--- src/shared/ogs_pkg.sv ---
// Package for the output gain and offset stage: map, reset values, carriers
package ogs_pkg;
	// Printed offsets are not multiples of four, so they are indices
	localparam logic [7:0] OGS_IDX_GAIN_A = 8'hF3;
	localparam logic [7:0] OGS_IDX_GAIN_B = 8'hF4;
	localparam logic [7:0] OGS_IDX_OFS_I0 = 8'hF5;
	localparam logic [7:0] OGS_IDX_OFS_Q0 = 8'hF6;
	localparam logic [7:0] OGS_IDX_OFS_I1 = 8'hF7;
	localparam logic [7:0] OGS_IDX_OFS_Q1 = 8'hF8;
	localparam logic [7:0] OGS_IDX_MODE = 8'hF9;
	localparam logic [15:0] OGS_GAIN_RST = 16'h0000;
	localparam logic [15:0] OGS_OFS_RST = 16'h0000;
	localparam logic [1:0] OGS_MODE_RST = 2'b00;
	localparam int OGS_GAIN_SIGN_BIT = 15;
	localparam int OGS_GAIN_FRAC = 13;
	localparam logic [1:0] OGS_RESP_OKAY = 2'b00;
	localparam logic [1:0] OGS_RESP_SLVERR = 2'b10;
	localparam int OGS_SMP_W = 18;

	// One I/Q sample pair on a port
	typedef struct packed {
		logic [OGS_SMP_W-1:0] i;
		logic [OGS_SMP_W-1:0] q;
	} ogs_iq_s;
endpackage : ogs_pkg

--- src/hdl/ogs_top.sv ---
// Output gain and offset stage with AXI4-Lite register slave
`timescale 1ns/1ps
// Contract
// - Gains reset to zero, outputs zero
// - Gain bits 14:0 magnitude, 0x2000 unity
// - Gain bit 15 sign, negative inverts
// - Port A gain applies to port A
// - Port B gain applies to port B
// - Offset aligned to upper 16 sample bits
// - One channel uses channel-0 I/Q offsets
// - Two channel adds channel-1 offsets on B
// - Real modes use I offsets per channel
// - Offsets reset to zero
// - Correction always in datapath
module ogs_top
	import ogs_pkg::*;
(
	input wire logic I_CLK,
	input wire logic I_ARST_N,
	input wire logic [31:0] I_AWADDR,
	input wire logic I_AWVALID,
	output logic O_AWREADY,
	input wire logic [31:0] I_WDATA,
	input wire logic [3:0] I_WSTRB,
	input wire logic I_WVALID,
	output logic O_WREADY,
	output logic [1:0] O_BRESP,
	output logic O_BVALID,
	input wire logic I_BREADY,
	input wire logic [31:0] I_ARADDR,
	input wire logic I_ARVALID,
	output logic O_ARREADY,
	output logic [31:0] O_RDATA,
	output logic [1:0] O_RRESP,
	output logic O_RVALID,
	input wire logic I_RREADY,
	input wire logic I_VALID,
	input wire ogs_iq_s I_PORT_A,
	input wire ogs_iq_s I_PORT_B,
	output logic O_VALID,
	output ogs_iq_s O_PORT_A,
	output ogs_iq_s O_PORT_B
);
	logic [15:0] gain_a_q, gain_b_q;
	logic [15:0] ofs_i0_q, ofs_q0_q, ofs_i1_q, ofs_q1_q;
	logic [1:0] mode_q;
	logic aw_got_q, w_got_q;
	logic [31:0] awaddr_q, wdata_q;
	logic [3:0] wstrb_q;
	// Write side keeps address and data apart so either may come first
	// Mode register is a local addition; the stage has no other control

	// Index from byte address; unaligned or high addresses miss
	// Bit 8 flags a miss so it can never alias a mapped index
	function automatic logic [8:0] idx_of(input logic [31:0] a);
		if (a[1:0] != 2'b00 || a[31:10] != 22'h00_0000) begin
			idx_of = 9'h1FF;
		end else begin
			idx_of = {1'b0, a[9:2]};
		end
	endfunction : idx_of

	// Mapped window runs from gain A up to the mode register
	function automatic logic hit(input logic [8:0] ix);
		hit = (ix[8] == 1'b0) && (ix[7:0] >= OGS_IDX_GAIN_A) && (ix[7:0] <= OGS_IDX_MODE);
	endfunction : hit

	// Byte lanes 0 and 1 only; upper lanes are not stored
	function automatic logic [15:0] merge(input logic [15:0] old, input logic [31:0] d,
		input logic [3:0] s);
		merge = {s[1] ? d[15:8] : old[15:8], s[0] ? d[7:0] : old[7:0]};
	endfunction : merge

	// Sign-magnitude gain times sample, then offset, then clip
	function automatic logic [OGS_SMP_W-1:0] correct(input logic [OGS_SMP_W-1:0] x,
		input logic [15:0] g, input logic [15:0] o);
		logic signed [34:0] prod;
		logic signed [34:0] sum;
		prod = 35'sd0;
		sum = 35'sd0;
		prod = $signed({{17{x[OGS_SMP_W-1]}}, x}) * $signed({20'h0_0000, g[14:0]});
		// Truncation happens before the sign is applied
		prod = prod >>> OGS_GAIN_FRAC;
		if (g[OGS_GAIN_SIGN_BIT]) begin
			prod = -prod;
		end
		sum = prod + $signed({{17{o[15]}}, o, 2'b00});
		// Clip instead of wrapping: a wrapped peak would flip its sign
		if (sum > 35'sd131071) begin
			correct = 18'h1_FFFF;
		end else if (sum < -35'sd131072) begin
			correct = 18'h2_0000;
		end else begin
			correct = sum[OGS_SMP_W-1:0];
		end
	endfunction : correct

	// Write address and data taken in either order, one write in flight
	// Both flags clear on the edge that launches the response
	always_ff @(posedge I_CLK or negedge I_ARST_N) begin
		if (!I_ARST_N) begin
			aw_got_q <= 1'b0;
			w_got_q <= 1'b0;
			awaddr_q <= 32'h0000_0000;
			wdata_q <= 32'h0000_0000;
			wstrb_q <= 4'h0;
		end else begin
			if (I_AWVALID && O_AWREADY) begin
				aw_got_q <= 1'b1;
				awaddr_q <= I_AWADDR;
			end
			if (I_WVALID && O_WREADY) begin
				w_got_q <= 1'b1;
				wdata_q <= I_WDATA;
				wstrb_q <= I_WSTRB;
			end
			if (aw_got_q && w_got_q) begin
				aw_got_q <= 1'b0;
				w_got_q <= 1'b0;
			end
		end
	end

	// Ready held low once an item is taken, until the response goes out
	// Readies look one cycle ahead so an item is never taken twice
	always_ff @(posedge I_CLK or negedge I_ARST_N) begin
		if (!I_ARST_N) begin
			O_AWREADY <= 1'b0;
			O_WREADY <= 1'b0;
		end else begin
			O_AWREADY <= !aw_got_q && !(I_AWVALID && O_AWREADY) && !O_BVALID;
			O_WREADY <= !w_got_q && !(I_WVALID && O_WREADY) && !O_BVALID;
		end
	end

	// Write response
	// Unmapped writes still answer, with SLVERR, so the master never hangs
	always_ff @(posedge I_CLK or negedge I_ARST_N) begin
		if (!I_ARST_N) begin
			O_BVALID <= 1'b0;
			O_BRESP <= OGS_RESP_OKAY;
		end else if (aw_got_q && w_got_q) begin
			O_BVALID <= 1'b1;
			O_BRESP <= hit(idx_of(awaddr_q)) ? OGS_RESP_OKAY : OGS_RESP_SLVERR;
		end else if (O_BVALID && I_BREADY) begin
			O_BVALID <= 1'b0;
		end
	end

	// Register file; reset leaves gains and offsets at zero
	// Partial strobes merge byte by byte into the old value
	always_ff @(posedge I_CLK or negedge I_ARST_N) begin
		if (!I_ARST_N) begin
			gain_a_q <= OGS_GAIN_RST;
			gain_b_q <= OGS_GAIN_RST;
			ofs_i0_q <= OGS_OFS_RST;
			ofs_q0_q <= OGS_OFS_RST;
			ofs_i1_q <= OGS_OFS_RST;
			ofs_q1_q <= OGS_OFS_RST;
			mode_q <= OGS_MODE_RST;
		end else if (aw_got_q && w_got_q) begin
			case (idx_of(awaddr_q))
				{1'b0, OGS_IDX_GAIN_A}: gain_a_q <= merge(gain_a_q, wdata_q, wstrb_q);
				{1'b0, OGS_IDX_GAIN_B}: gain_b_q <= merge(gain_b_q, wdata_q, wstrb_q);
				{1'b0, OGS_IDX_OFS_I0}: ofs_i0_q <= merge(ofs_i0_q, wdata_q, wstrb_q);
				{1'b0, OGS_IDX_OFS_Q0}: ofs_q0_q <= merge(ofs_q0_q, wdata_q, wstrb_q);
				{1'b0, OGS_IDX_OFS_I1}: ofs_i1_q <= merge(ofs_i1_q, wdata_q, wstrb_q);
				{1'b0, OGS_IDX_OFS_Q1}: ofs_q1_q <= merge(ofs_q1_q, wdata_q, wstrb_q);
				{1'b0, OGS_IDX_MODE}: begin
					if (wstrb_q[0]) begin
						mode_q <= wdata_q[1:0];
					end
				end
				default: begin
				end
			endcase
		end
	end

	// Read channel; answer one cycle after the address is taken
	// Register values are sampled on the address edge, not later
	always_ff @(posedge I_CLK or negedge I_ARST_N) begin
		if (!I_ARST_N) begin
			O_ARREADY <= 1'b0;
			O_RVALID <= 1'b0;
			O_RDATA <= 32'h0000_0000;
			O_RRESP <= OGS_RESP_OKAY;
		end else begin
			O_ARREADY <= !O_RVALID && !(I_ARVALID && O_ARREADY);
			if (I_ARVALID && O_ARREADY) begin
				O_RVALID <= 1'b1;
				O_RRESP <= hit(idx_of(I_ARADDR)) ? OGS_RESP_OKAY : OGS_RESP_SLVERR;
				case (idx_of(I_ARADDR))
					{1'b0, OGS_IDX_GAIN_A}: O_RDATA <= {16'h0000, gain_a_q};
					{1'b0, OGS_IDX_GAIN_B}: O_RDATA <= {16'h0000, gain_b_q};
					{1'b0, OGS_IDX_OFS_I0}: O_RDATA <= {16'h0000, ofs_i0_q};
					{1'b0, OGS_IDX_OFS_Q0}: O_RDATA <= {16'h0000, ofs_q0_q};
					{1'b0, OGS_IDX_OFS_I1}: O_RDATA <= {16'h0000, ofs_i1_q};
					{1'b0, OGS_IDX_OFS_Q1}: O_RDATA <= {16'h0000, ofs_q1_q};
					{1'b0, OGS_IDX_MODE}: O_RDATA <= {30'h0000_0000, mode_q};
					default: O_RDATA <= 32'h0000_0000;
				endcase
			end else if (O_RVALID && I_RREADY) begin
				O_RVALID <= 1'b0;
			end
		end
	end

	// Offset routing per mode: bit0 two-channel, bit1 real output
	// Real output has no Q leg, so both legs of a port take the I offset
	logic [15:0] oa_i, oa_q, ob_i, ob_q;
	always_comb begin
		oa_i = ofs_i0_q;
		oa_q = ofs_q0_q;
		ob_i = ofs_i0_q;
		ob_q = ofs_q0_q;
		if (mode_q[1]) begin
			// Real samples: both legs carry real data of their channel
			oa_q = ofs_i0_q;
			ob_i = mode_q[0] ? ofs_i1_q : ofs_i0_q;
			ob_q = ob_i;
		end else if (mode_q[0]) begin
			ob_i = ofs_i1_q;
			ob_q = ofs_q1_q;
		end
	end

	// Single-stage pipe; never bypassed so zero gain leaves only the aligned offset at the output
	// Outputs hold between samples; the converter looks only when valid
	always_ff @(posedge I_CLK or negedge I_ARST_N) begin
		if (!I_ARST_N) begin
			O_VALID <= 1'b0;
			O_PORT_A <= '0;
			O_PORT_B <= '0;
		end else begin
			O_VALID <= I_VALID;
			if (I_VALID) begin
				O_PORT_A.i <= correct(I_PORT_A.i, gain_a_q, oa_i);
				O_PORT_A.q <= correct(I_PORT_A.q, gain_a_q, oa_q);
				O_PORT_B.i <= correct(I_PORT_B.i, gain_b_q, ob_i);
				O_PORT_B.q <= correct(I_PORT_B.q, gain_b_q, ob_q);
			end
		end
	end

	// Checks
	// Arithmetic checks with fixed operands
	a_zero_gain_out: assert property (@(posedge I_CLK) disable iff (!I_ARST_N)
		(I_VALID && gain_a_q == 16'h0000 && oa_i == 16'h0000) |=> O_PORT_A.i == 18'h0_0000)
		else $error("zero gain A did not give zero");
	a_unity_pass: assert property (@(posedge I_CLK) disable iff (!I_ARST_N)
		(I_VALID && gain_b_q == 16'h2000 && ob_i == 16'h0000) |=> O_PORT_B.i == $past(I_PORT_B.i))
		else $error("unity gain B altered sample");
	a_neg_inverts: assert property (@(posedge I_CLK) disable iff (!I_ARST_N)
		(I_VALID && gain_a_q == 16'hA000 && oa_q == 16'h0000 && I_PORT_A.q == 18'h0_0100)
		|=> O_PORT_A.q == 18'h3_FF00)
		else $error("negative gain did not invert");
	a_offset_align: assert property (@(posedge I_CLK) disable iff (!I_ARST_N)
		(I_VALID && gain_a_q == 16'h0000 && oa_i == 16'h0001) |=> O_PORT_A.i == 18'h0_0004)
		else $error("offset not aligned to upper bits");
	a_sat_high: assert property (@(posedge I_CLK) disable iff (!I_ARST_N)
		(I_VALID && gain_b_q == 16'h7FFF && ob_q == 16'h0000 && I_PORT_B.q == 18'h1_FFFF)
		|=> O_PORT_B.q == 18'h1_FFFF)
		else $error("no saturation on overflow");
	// Routing checks, then valid follow, port B own gain and read answer
	a_two_chan_ofs: assert property (@(posedge I_CLK) disable iff (!I_ARST_N)
		mode_q == 2'b01 |-> (ob_i == ofs_i1_q && ob_q == ofs_q1_q && oa_q == ofs_q0_q))
		else $error("two-channel offset routing wrong");
	a_one_chan_ofs: assert property (@(posedge I_CLK) disable iff (!I_ARST_N)
		mode_q == 2'b00 |-> (oa_i == ofs_i0_q && oa_q == ofs_q0_q))
		else $error("one-channel offset routing wrong");
	a_real_ofs: assert property (@(posedge I_CLK) disable iff (!I_ARST_N)
		mode_q == 2'b11 |-> (oa_q == ofs_i0_q && ob_q == ofs_i1_q))
		else $error("real-mode offset routing wrong");
	a_valid_follow: assert property (@(posedge I_CLK) disable iff (!I_ARST_N)
		I_VALID |=> O_VALID)
		else $error("sample dropped from datapath");
	a_port_indep: assert property (@(posedge I_CLK) disable iff (!I_ARST_N)
		(I_VALID && gain_b_q == 16'h0000 && ob_q == 16'h0000) |=> O_PORT_B.q == 18'h0_0000)
		else $error("port B not using own gain");
	a_rd_answer: assert property (@(posedge I_CLK) disable iff (!I_ARST_N)
		(I_ARVALID && O_ARREADY) |=> O_RVALID)
		else $error("read answer late");
	// Address channel closes for the cycle after it takes an item
	a_aw_taken: assert property (@(posedge I_CLK) disable iff (!I_ARST_N)
		(I_AWVALID && O_AWREADY) |=> !O_AWREADY)
		else $error("write address taken twice");
	// Data channel closes for the cycle after it takes an item
	a_w_taken: assert property (@(posedge I_CLK) disable iff (!I_ARST_N)
		(I_WVALID && O_WREADY) |=> !O_WREADY)
		else $error("write data taken twice");
	// No new write while a response is pending
	a_wr_busy: assert property (@(posedge I_CLK) disable iff (!I_ARST_N)
		O_BVALID |-> (!O_AWREADY && !O_WREADY))
		else $error("write taken during response");
	// Response follows once both halves are in
	a_wr_answer: assert property (@(posedge I_CLK) disable iff (!I_ARST_N)
		(aw_got_q && w_got_q) |=> O_BVALID)
		else $error("write answer late");
	// Response stands until the master takes it
	a_b_stands: assert property (@(posedge I_CLK) disable iff (!I_ARST_N)
		(O_BVALID && !I_BREADY) |=> O_BVALID)
		else $error("write response dropped");
	// Response code stands with it
	a_bresp_stands: assert property (@(posedge I_CLK) disable iff (!I_ARST_N)
		(O_BVALID && !I_BREADY) |=> $stable(O_BRESP))
		else $error("write response code changed");
	// No new read while read data is pending
	a_rd_busy: assert property (@(posedge I_CLK) disable iff (!I_ARST_N)
		O_RVALID |-> !O_ARREADY)
		else $error("read taken during answer");
	// Read data valid stands until taken
	a_r_stands: assert property (@(posedge I_CLK) disable iff (!I_ARST_N)
		(O_RVALID && !I_RREADY) |=> O_RVALID)
		else $error("read answer dropped");
	// Read data word stands with it
	a_rdata_stands: assert property (@(posedge I_CLK) disable iff (!I_ARST_N)
		(O_RVALID && !I_RREADY) |=> $stable(O_RDATA))
		else $error("read data changed");
	// Datapath timing checks, then the low saturation check
	// No sample in, no sample out
	a_valid_drop: assert property (@(posedge I_CLK) disable iff (!I_ARST_N)
		!I_VALID |=> !O_VALID)
		else $error("spurious output sample");
	// Port A holds its last result between samples
	a_hold_a: assert property (@(posedge I_CLK) disable iff (!I_ARST_N)
		!I_VALID |=> $stable(O_PORT_A))
		else $error("port A changed without sample");
	// Port B holds its last result between samples
	a_hold_b: assert property (@(posedge I_CLK) disable iff (!I_ARST_N)
		!I_VALID |=> $stable(O_PORT_B))
		else $error("port B changed without sample");
	// Most negative sample with full boost clips low
	a_sat_low: assert property (@(posedge I_CLK) disable iff (!I_ARST_N)
		(I_VALID && gain_b_q == 16'h7FFF && ob_i == 16'h0000 && I_PORT_B.i == 18'h2_0000)
		|=> O_PORT_B.i == 18'h2_0000)
		else $error("no saturation on underflow");
	// Cover points for the main scenarios
	c_write: cover property (@(posedge I_CLK) disable iff (!I_ARST_N) O_BVALID && I_BREADY);
	c_real_mode: cover property (@(posedge I_CLK) disable iff (!I_ARST_N)
		I_VALID && mode_q == 2'b11);
	c_read: cover property (@(posedge I_CLK) disable iff (!I_ARST_N) O_RVALID && I_RREADY);
	c_two_chan: cover property (@(posedge I_CLK) disable iff (!I_ARST_N) I_VALID && mode_q == 2'b01);
	c_neg_gain: cover property (@(posedge I_CLK) disable iff (!I_ARST_N) I_VALID && gain_a_q[15]);
endmodule : ogs_top

--- config.mk ---
export PLATFORM = sky130hd
export DESIGN_NAME = ogs_top
export DESIGN_NICKNAME = d
export VERILOG_FILES = /design/src/shared/ogs_pkg.sv /design/src/hdl/ogs_top.sv
export SDC_FILE = /design/constraint.sdc
export NUM_CORES = 2
export LEC_CHECK = 0
export BUFFER_PORTS_ARGS = -buffer_cell sky130_fd_sc_hd__buf_2
export CAP_MARGIN = 10
export CORE_MARGIN = 5
export CORE_UTILIZATION = 40
export DETAILED_ROUTE_END_ITERATION = 16
export HOLD_SLACK_MARGIN = 0.05
export SLEW_MARGIN = 20
export SYNTH_ARGS = -nofsm -noshare
export SYNTH_HDL_FRONTEND = slang
export SYNTH_SLANG_ARGS = --single-unit
export TNS_END_PERCENT = 1
--- constraint.sdc ---
create_clock -name I_CLK -period 27 [get_ports I_CLK]
set_input_delay 5.4 -clock I_CLK [delete_from_list [all_inputs] [get_ports I_CLK]]
set_output_delay 5.4 -clock I_CLK [all_outputs]
set_load 0.01 [all_outputs]
==> results.md <==
- The height of the die is roughly 400 um.
- The fraction of final layout cells sized beyond drive strength 1 is a little under a tenth.
- The aggregate global routing overflow is 0.
- The die covers approximately 160000 um2.
- The layout has about 15k filler cells.
- The synthesized netlist contains 99 unique library cells.
- The global-route wire length before repair is about 280000 um.
- The detailed router's first-iteration violation count is approximately 3.1k.
- The switching power is around 0.34 mW.
- The analysis attributes to cell leakage a power of around 34 nW.
- The count of buffers added on input and output ports is between 200 and 300.
- The largest single stage delay on the critical path is ~820 ps.
- The total detailed-routing wirelength is ~170000 um.
- In this run the power density over the cells is 16.2 nW/um2.
- In this run the tightest slew margin relative to its limit is between 10% and 20%.
- The final worst clock skew is around 50 ps.
- The internal reg-to-reg setup slack is approximately 15000 ps.
- The power share of the combinational group is ~15%.
- The cell count after placement is 8596.
- Gates resized during post-CTS repair numbered 0.
- The initial standard-cell utilization of the core is between 40% and 50%.
- The initial antenna violation count is 26.
- The synthesized netlist occupies a cell area of 60000 um2.
- The count of endpoints failing hold in the final timing report came to 0.
- The number of cells on the worst hold path is 1.
- The depth of the CTS H-tree is 1.
- The area of all placed cells without fillers is approximately 64000 um2.
- The detailed placement HPWL is around 140000 um.
- The average footprint of a synthesized cell is a little over 9 um2.
- In this run, flip-flops and latches consume between 40% and 50% of the power.
- Global routing used 22.3% of the available tracks.
- The worst-case clock buffer depth is 3.
- Before antenna repair, the detailed router went through 5 iterations.
- The max-slew violation count is 0.
- After clock tree synthesis, the clock-pin slew on the worst setup and hold paths is 80 ps.
- At the end of the flow, the number of nets in the layout was 8346.
- The region available for standard cell placement spans 149000 um2.
- After synthesis, the share of flip-flops with an asynchronous set or reset is 100%.
- The element type at the critical path end is a register.
- The antenna violation net count after detailed routing is 0.
- The maximum number of pins on one net before global-route repair is roughly 160.
- The most used flip-flop cell after synthesis is sky130_fd_sc_hd__dfrtp_1.
- The run finished with clean final reports.
- Of all nets on the critical path, the largest fanout is 18.
- The post-detailed-route DRC marker count is 0.
- The detailed-route vias per instance is 5.36.
- For the pin with the worst max-slew slack, the measured transition is approximately 1200 ps.
- The part of the Yosys area used for sequential elements is 10.3%.
- Static timing analysis puts the maximum clock frequency at between 60 and 70 MHz.
- The worst hold path belongs to the class reg -> reg.
- The post-route setup TNS is 0 ps.
- The cell count after synthesis is roughly 6.6k.
- The total number of placement rows is roughly 140.
- The number of setup buffers added after CTS is 0.
- The endpoint of the worst hold-timing path is O_ARREADY.
- The number of hold buffers added after CTS is 0.
- CTS saw roughly 250 sinks.
- VDD sags by at most between 0.05 and 0.06 mV.
- The critical setup path kind is in -> reg.
- Setup repair after global routing left no endpoint under its margin.
- The cell seen most often among critical-path stages is sky130_fd_sc_hd__fa_1.
- The number of max-capacitance violations reported is 0.
- The area growth from synthesis to layout is 6.74%.
- The routability congestion estimate is 0.908.
- Counting flops with a built-in enable in the synthesized netlist gives 0.
- The count of boundary I/O pins is 294.
- In the layout the commonest cells are sky130_fd_sc_hd__inv_1, sky130_fd_sc_hd__fa_1, sky130_fd_sc_hd__nand2_1.
- Wire segments on met2 add up to about 76000 um in the final route.
- The number of clock buffers added by TritonCTS is 30.
- STA puts the critical path data required time at around 27000 ps.
- The slowest stage of the critical path belongs to the cell sky130_fd_sc_hd__fa_1.
- The final number of setup-violating endpoints is 0.
- The worst-skew pair later-pin latency is roughly 640 ps.
- For this run, the number of standard cells in the final layout without fillers is a little under 9k.
- Data on the critical path arrives at its endpoint at 16600 ps.
- In the final routing, the length of wire on met1 measures between 70000 and 80000 um.
- The width of the die is roughly 400 um.
- Once placement finished, the instance area stood at 63000 um2.
- The nature of the critical path startpoint is an input port.
- The commonest non-fill, non-tap cell in the layout is sky130_fd_sc_hd__inv_1.
- Detailed routing placed a total of ~16000 um of wire on met3.
- The number of cells traversed by the worst register-to-register path is 38.
- The Yosys step of the flow raised 0 warnings.
- After detailed routing, the average wire length per cell comes to between 20 and 25 um.
- The post-synthesis sequential element count is between 200 and 250.
- The startpoint of the lowest-slack hold path is O_RVALID.
- The cell at the root of the clock tree is sky130_fd_sc_hd__clkbuf_16.
- The share of the cycle needed by the critical path after routing is about 60%.
- In this run, the clock network consumes just under 40% of the power.
- The TritonCTS clock tree is done.
- In this run switching power makes up roughly 33% of total power.
- The endpoint of the worst register-to-register path is O_PORT_A[20].
- The worst path needs ~16000 ps of the cycle, external delays included.
- The via count of the first global-routing pass is approximately 49k.
- The internal power contribution is 0.695 mW.
- The launching point of the worst reg2reg path is gain_a_q[7].
- The via count is ~46k.
- In this run the top signal layer used is met5.
-- state kept, by name (all words and copies together) (netlist names), 16 cells and up --
| name | flops |
|---|---|
| O_RDATA | 16 |
| wdata_q | 16 |
| ofs_i1_q | 16 |
| oa_i | 16 |
| ofs_q1_q | 16 |
| awaddr_q | 32 |
| ofs_q0_q | 16 |
| gain_a_q | 16 |
| gain_b_q | 16 |
| O_PORT_A | 36 |
| O_PORT_B | 36 |
-- per-layer routing --
| metal | GRT usage (%) | up-vias |
|---|---|---|
| li1 | - | 21100 |
| met1 | 31.0 | 23600 |
| met2 | 34.6 | 1515 |
| met3 | 5.62 | 273 |
| met4 | 6.35 | 10 |
| met5 | 0 | - |
-- worst max-delay path: cells and delay by family --
kind            cells  cell delay (ps)
simple gates        5             1760
buf+inv             4              870
xor+xnor            4              660
compound gates     15             3710
fa+ha+maj           8             4170
-- power by group through the flow --
stage                     Sequential [mW]  Clock, mW  Combinational [mW]
after floorplan                     0.454          0              0.0885
after global placement              0.481          0               0.150
after detailed placement            0.483          0               0.153
after CTS                           0.477      0.417               0.153
after global routing                0.485      0.435               0.166
final                               0.478      0.408               0.152
-- final cells by class --
cell class,instances,area [um2],area share (%)
inverter,1110,4170,6.51
clock buffer,39,825,1.29
clock inverter,16,138,0.215
sequential,246,6160,9.63
multi-input combinational,4915,48500,75.7
antenna,17,42.5,0.0664
timing repair buffer,309,1700,2.65
tap,2016,2520,3.94
-- cells in the mapped netlist (22+ instances only) --
master | n | area share (%)
sky130_fd_sc_hd__a21boi_0 | 22 | 0.28
sky130_fd_sc_hd__inv_1 | 1108 | 6.9
sky130_fd_sc_hd__nand4_1 | 55 | 0.57
sky130_fd_sc_hd__a221o_1 | 40 | 0.67
sky130_fd_sc_hd__xnor2_1 | 192 | 2.8
sky130_fd_sc_hd__a21o_1 | 130 | 1.6
sky130_fd_sc_hd__nand2b_1 | 22 | 0.23
sky130_fd_sc_hd__a21oi_1 | 199 | 1.7
sky130_fd_sc_hd__nor3_1 | 44 | 0.37
sky130_fd_sc_hd__fa_1 | 1088 | 36
sky130_fd_sc_hd__xor2_1 | 100 | 1.5
sky130_fd_sc_hd__o22ai_1 | 36 | 0.38
sky130_fd_sc_hd__ha_1 | 466 | 9.7
sky130_fd_sc_hd__nor2_1 | 178 | 1.1
sky130_fd_sc_hd__nor4_1 | 25 | 0.26
sky130_fd_sc_hd__o21ai_0 | 214 | 1.8
sky130_fd_sc_hd__nor2b_1 | 26 | 0.27
sky130_fd_sc_hd__or3_1 | 22 | 0.23
sky130_fd_sc_hd__dfrtp_1 | 246 | 10
sky130_fd_sc_hd__nand3_1 | 56 | 0.47
sky130_fd_sc_hd__mux2_2 | 186 | 3.5
sky130_fd_sc_hd__a31oi_1 | 34 | 0.35
sky130_fd_sc_hd__nand2_1 | 828 | 5.2
sky130_fd_sc_hd__o31ai_1 | 30 | 0.38
sky130_fd_sc_hd__and2_1 | 494 | 5.2
sky130_fd_sc_hd__and3_1 | 27 | 0.28
sky130_fd_sc_hd__o21a_1 | 43 | 0.54
sky130_fd_sc_hd__a211oi_1 | 31 | 0.39
sky130_fd_sc_hd__mux2i_1 | 42 | 0.70
sky130_fd_sc_hd__o21bai_1 | 26 | 0.33
sky130_fd_sc_hd__clkbuf_1 | 275 | 1.7
-- how the worst max path moves through the flow --
stage / from / to / slack (ps) / cells after the start
5_1_grt: I_PORT_B[17] / O_PORT_B[1] / 9990 / 36
4_1_cts: I_PORT_B[17] / O_PORT_B[6] / 10970 / 34
6_report: I_PORT_B[17] / O_PORT_B[6] / 10870 / 36
2_1_floorplan: I_PORT_B[17] / O_PORT_B[3] / 11560 / 38
3_3_place_gp: I_PORT_B[10] / O_PORT_B[14] / 10480 / 35
3_5_place_dp: I_PORT_B[17] / O_PORT_B[1] / 10340 / 34
-- kinds of logic after synthesis --
family	count (synthesis)	synth area share, %
other cells	1	0.00625
simple gates	1848	15.1
mux	228	4.19
xor+xnor	296	4.39
fa+ha+maj	1554	46.0
buf+inv	1426	9.08
flops	246	10.3
compound gates	971	10.9
-- per-stage QoR --
step	utilization [%]	hold WS, ps	power (mW)	setup slack (ps)
2_1_floorplan	-	470	0.543	11560
3_3_place_gp	42.2	430	0.631	10480
3_5_place_dp	42.2	444	0.636	10340
4_1_cts	42.8	457	1.05	10970
5_1_grt	42.8	471	1.09	9990
6_report	42.8	445	1.04	10870
(Power assumes the default switching activity.)
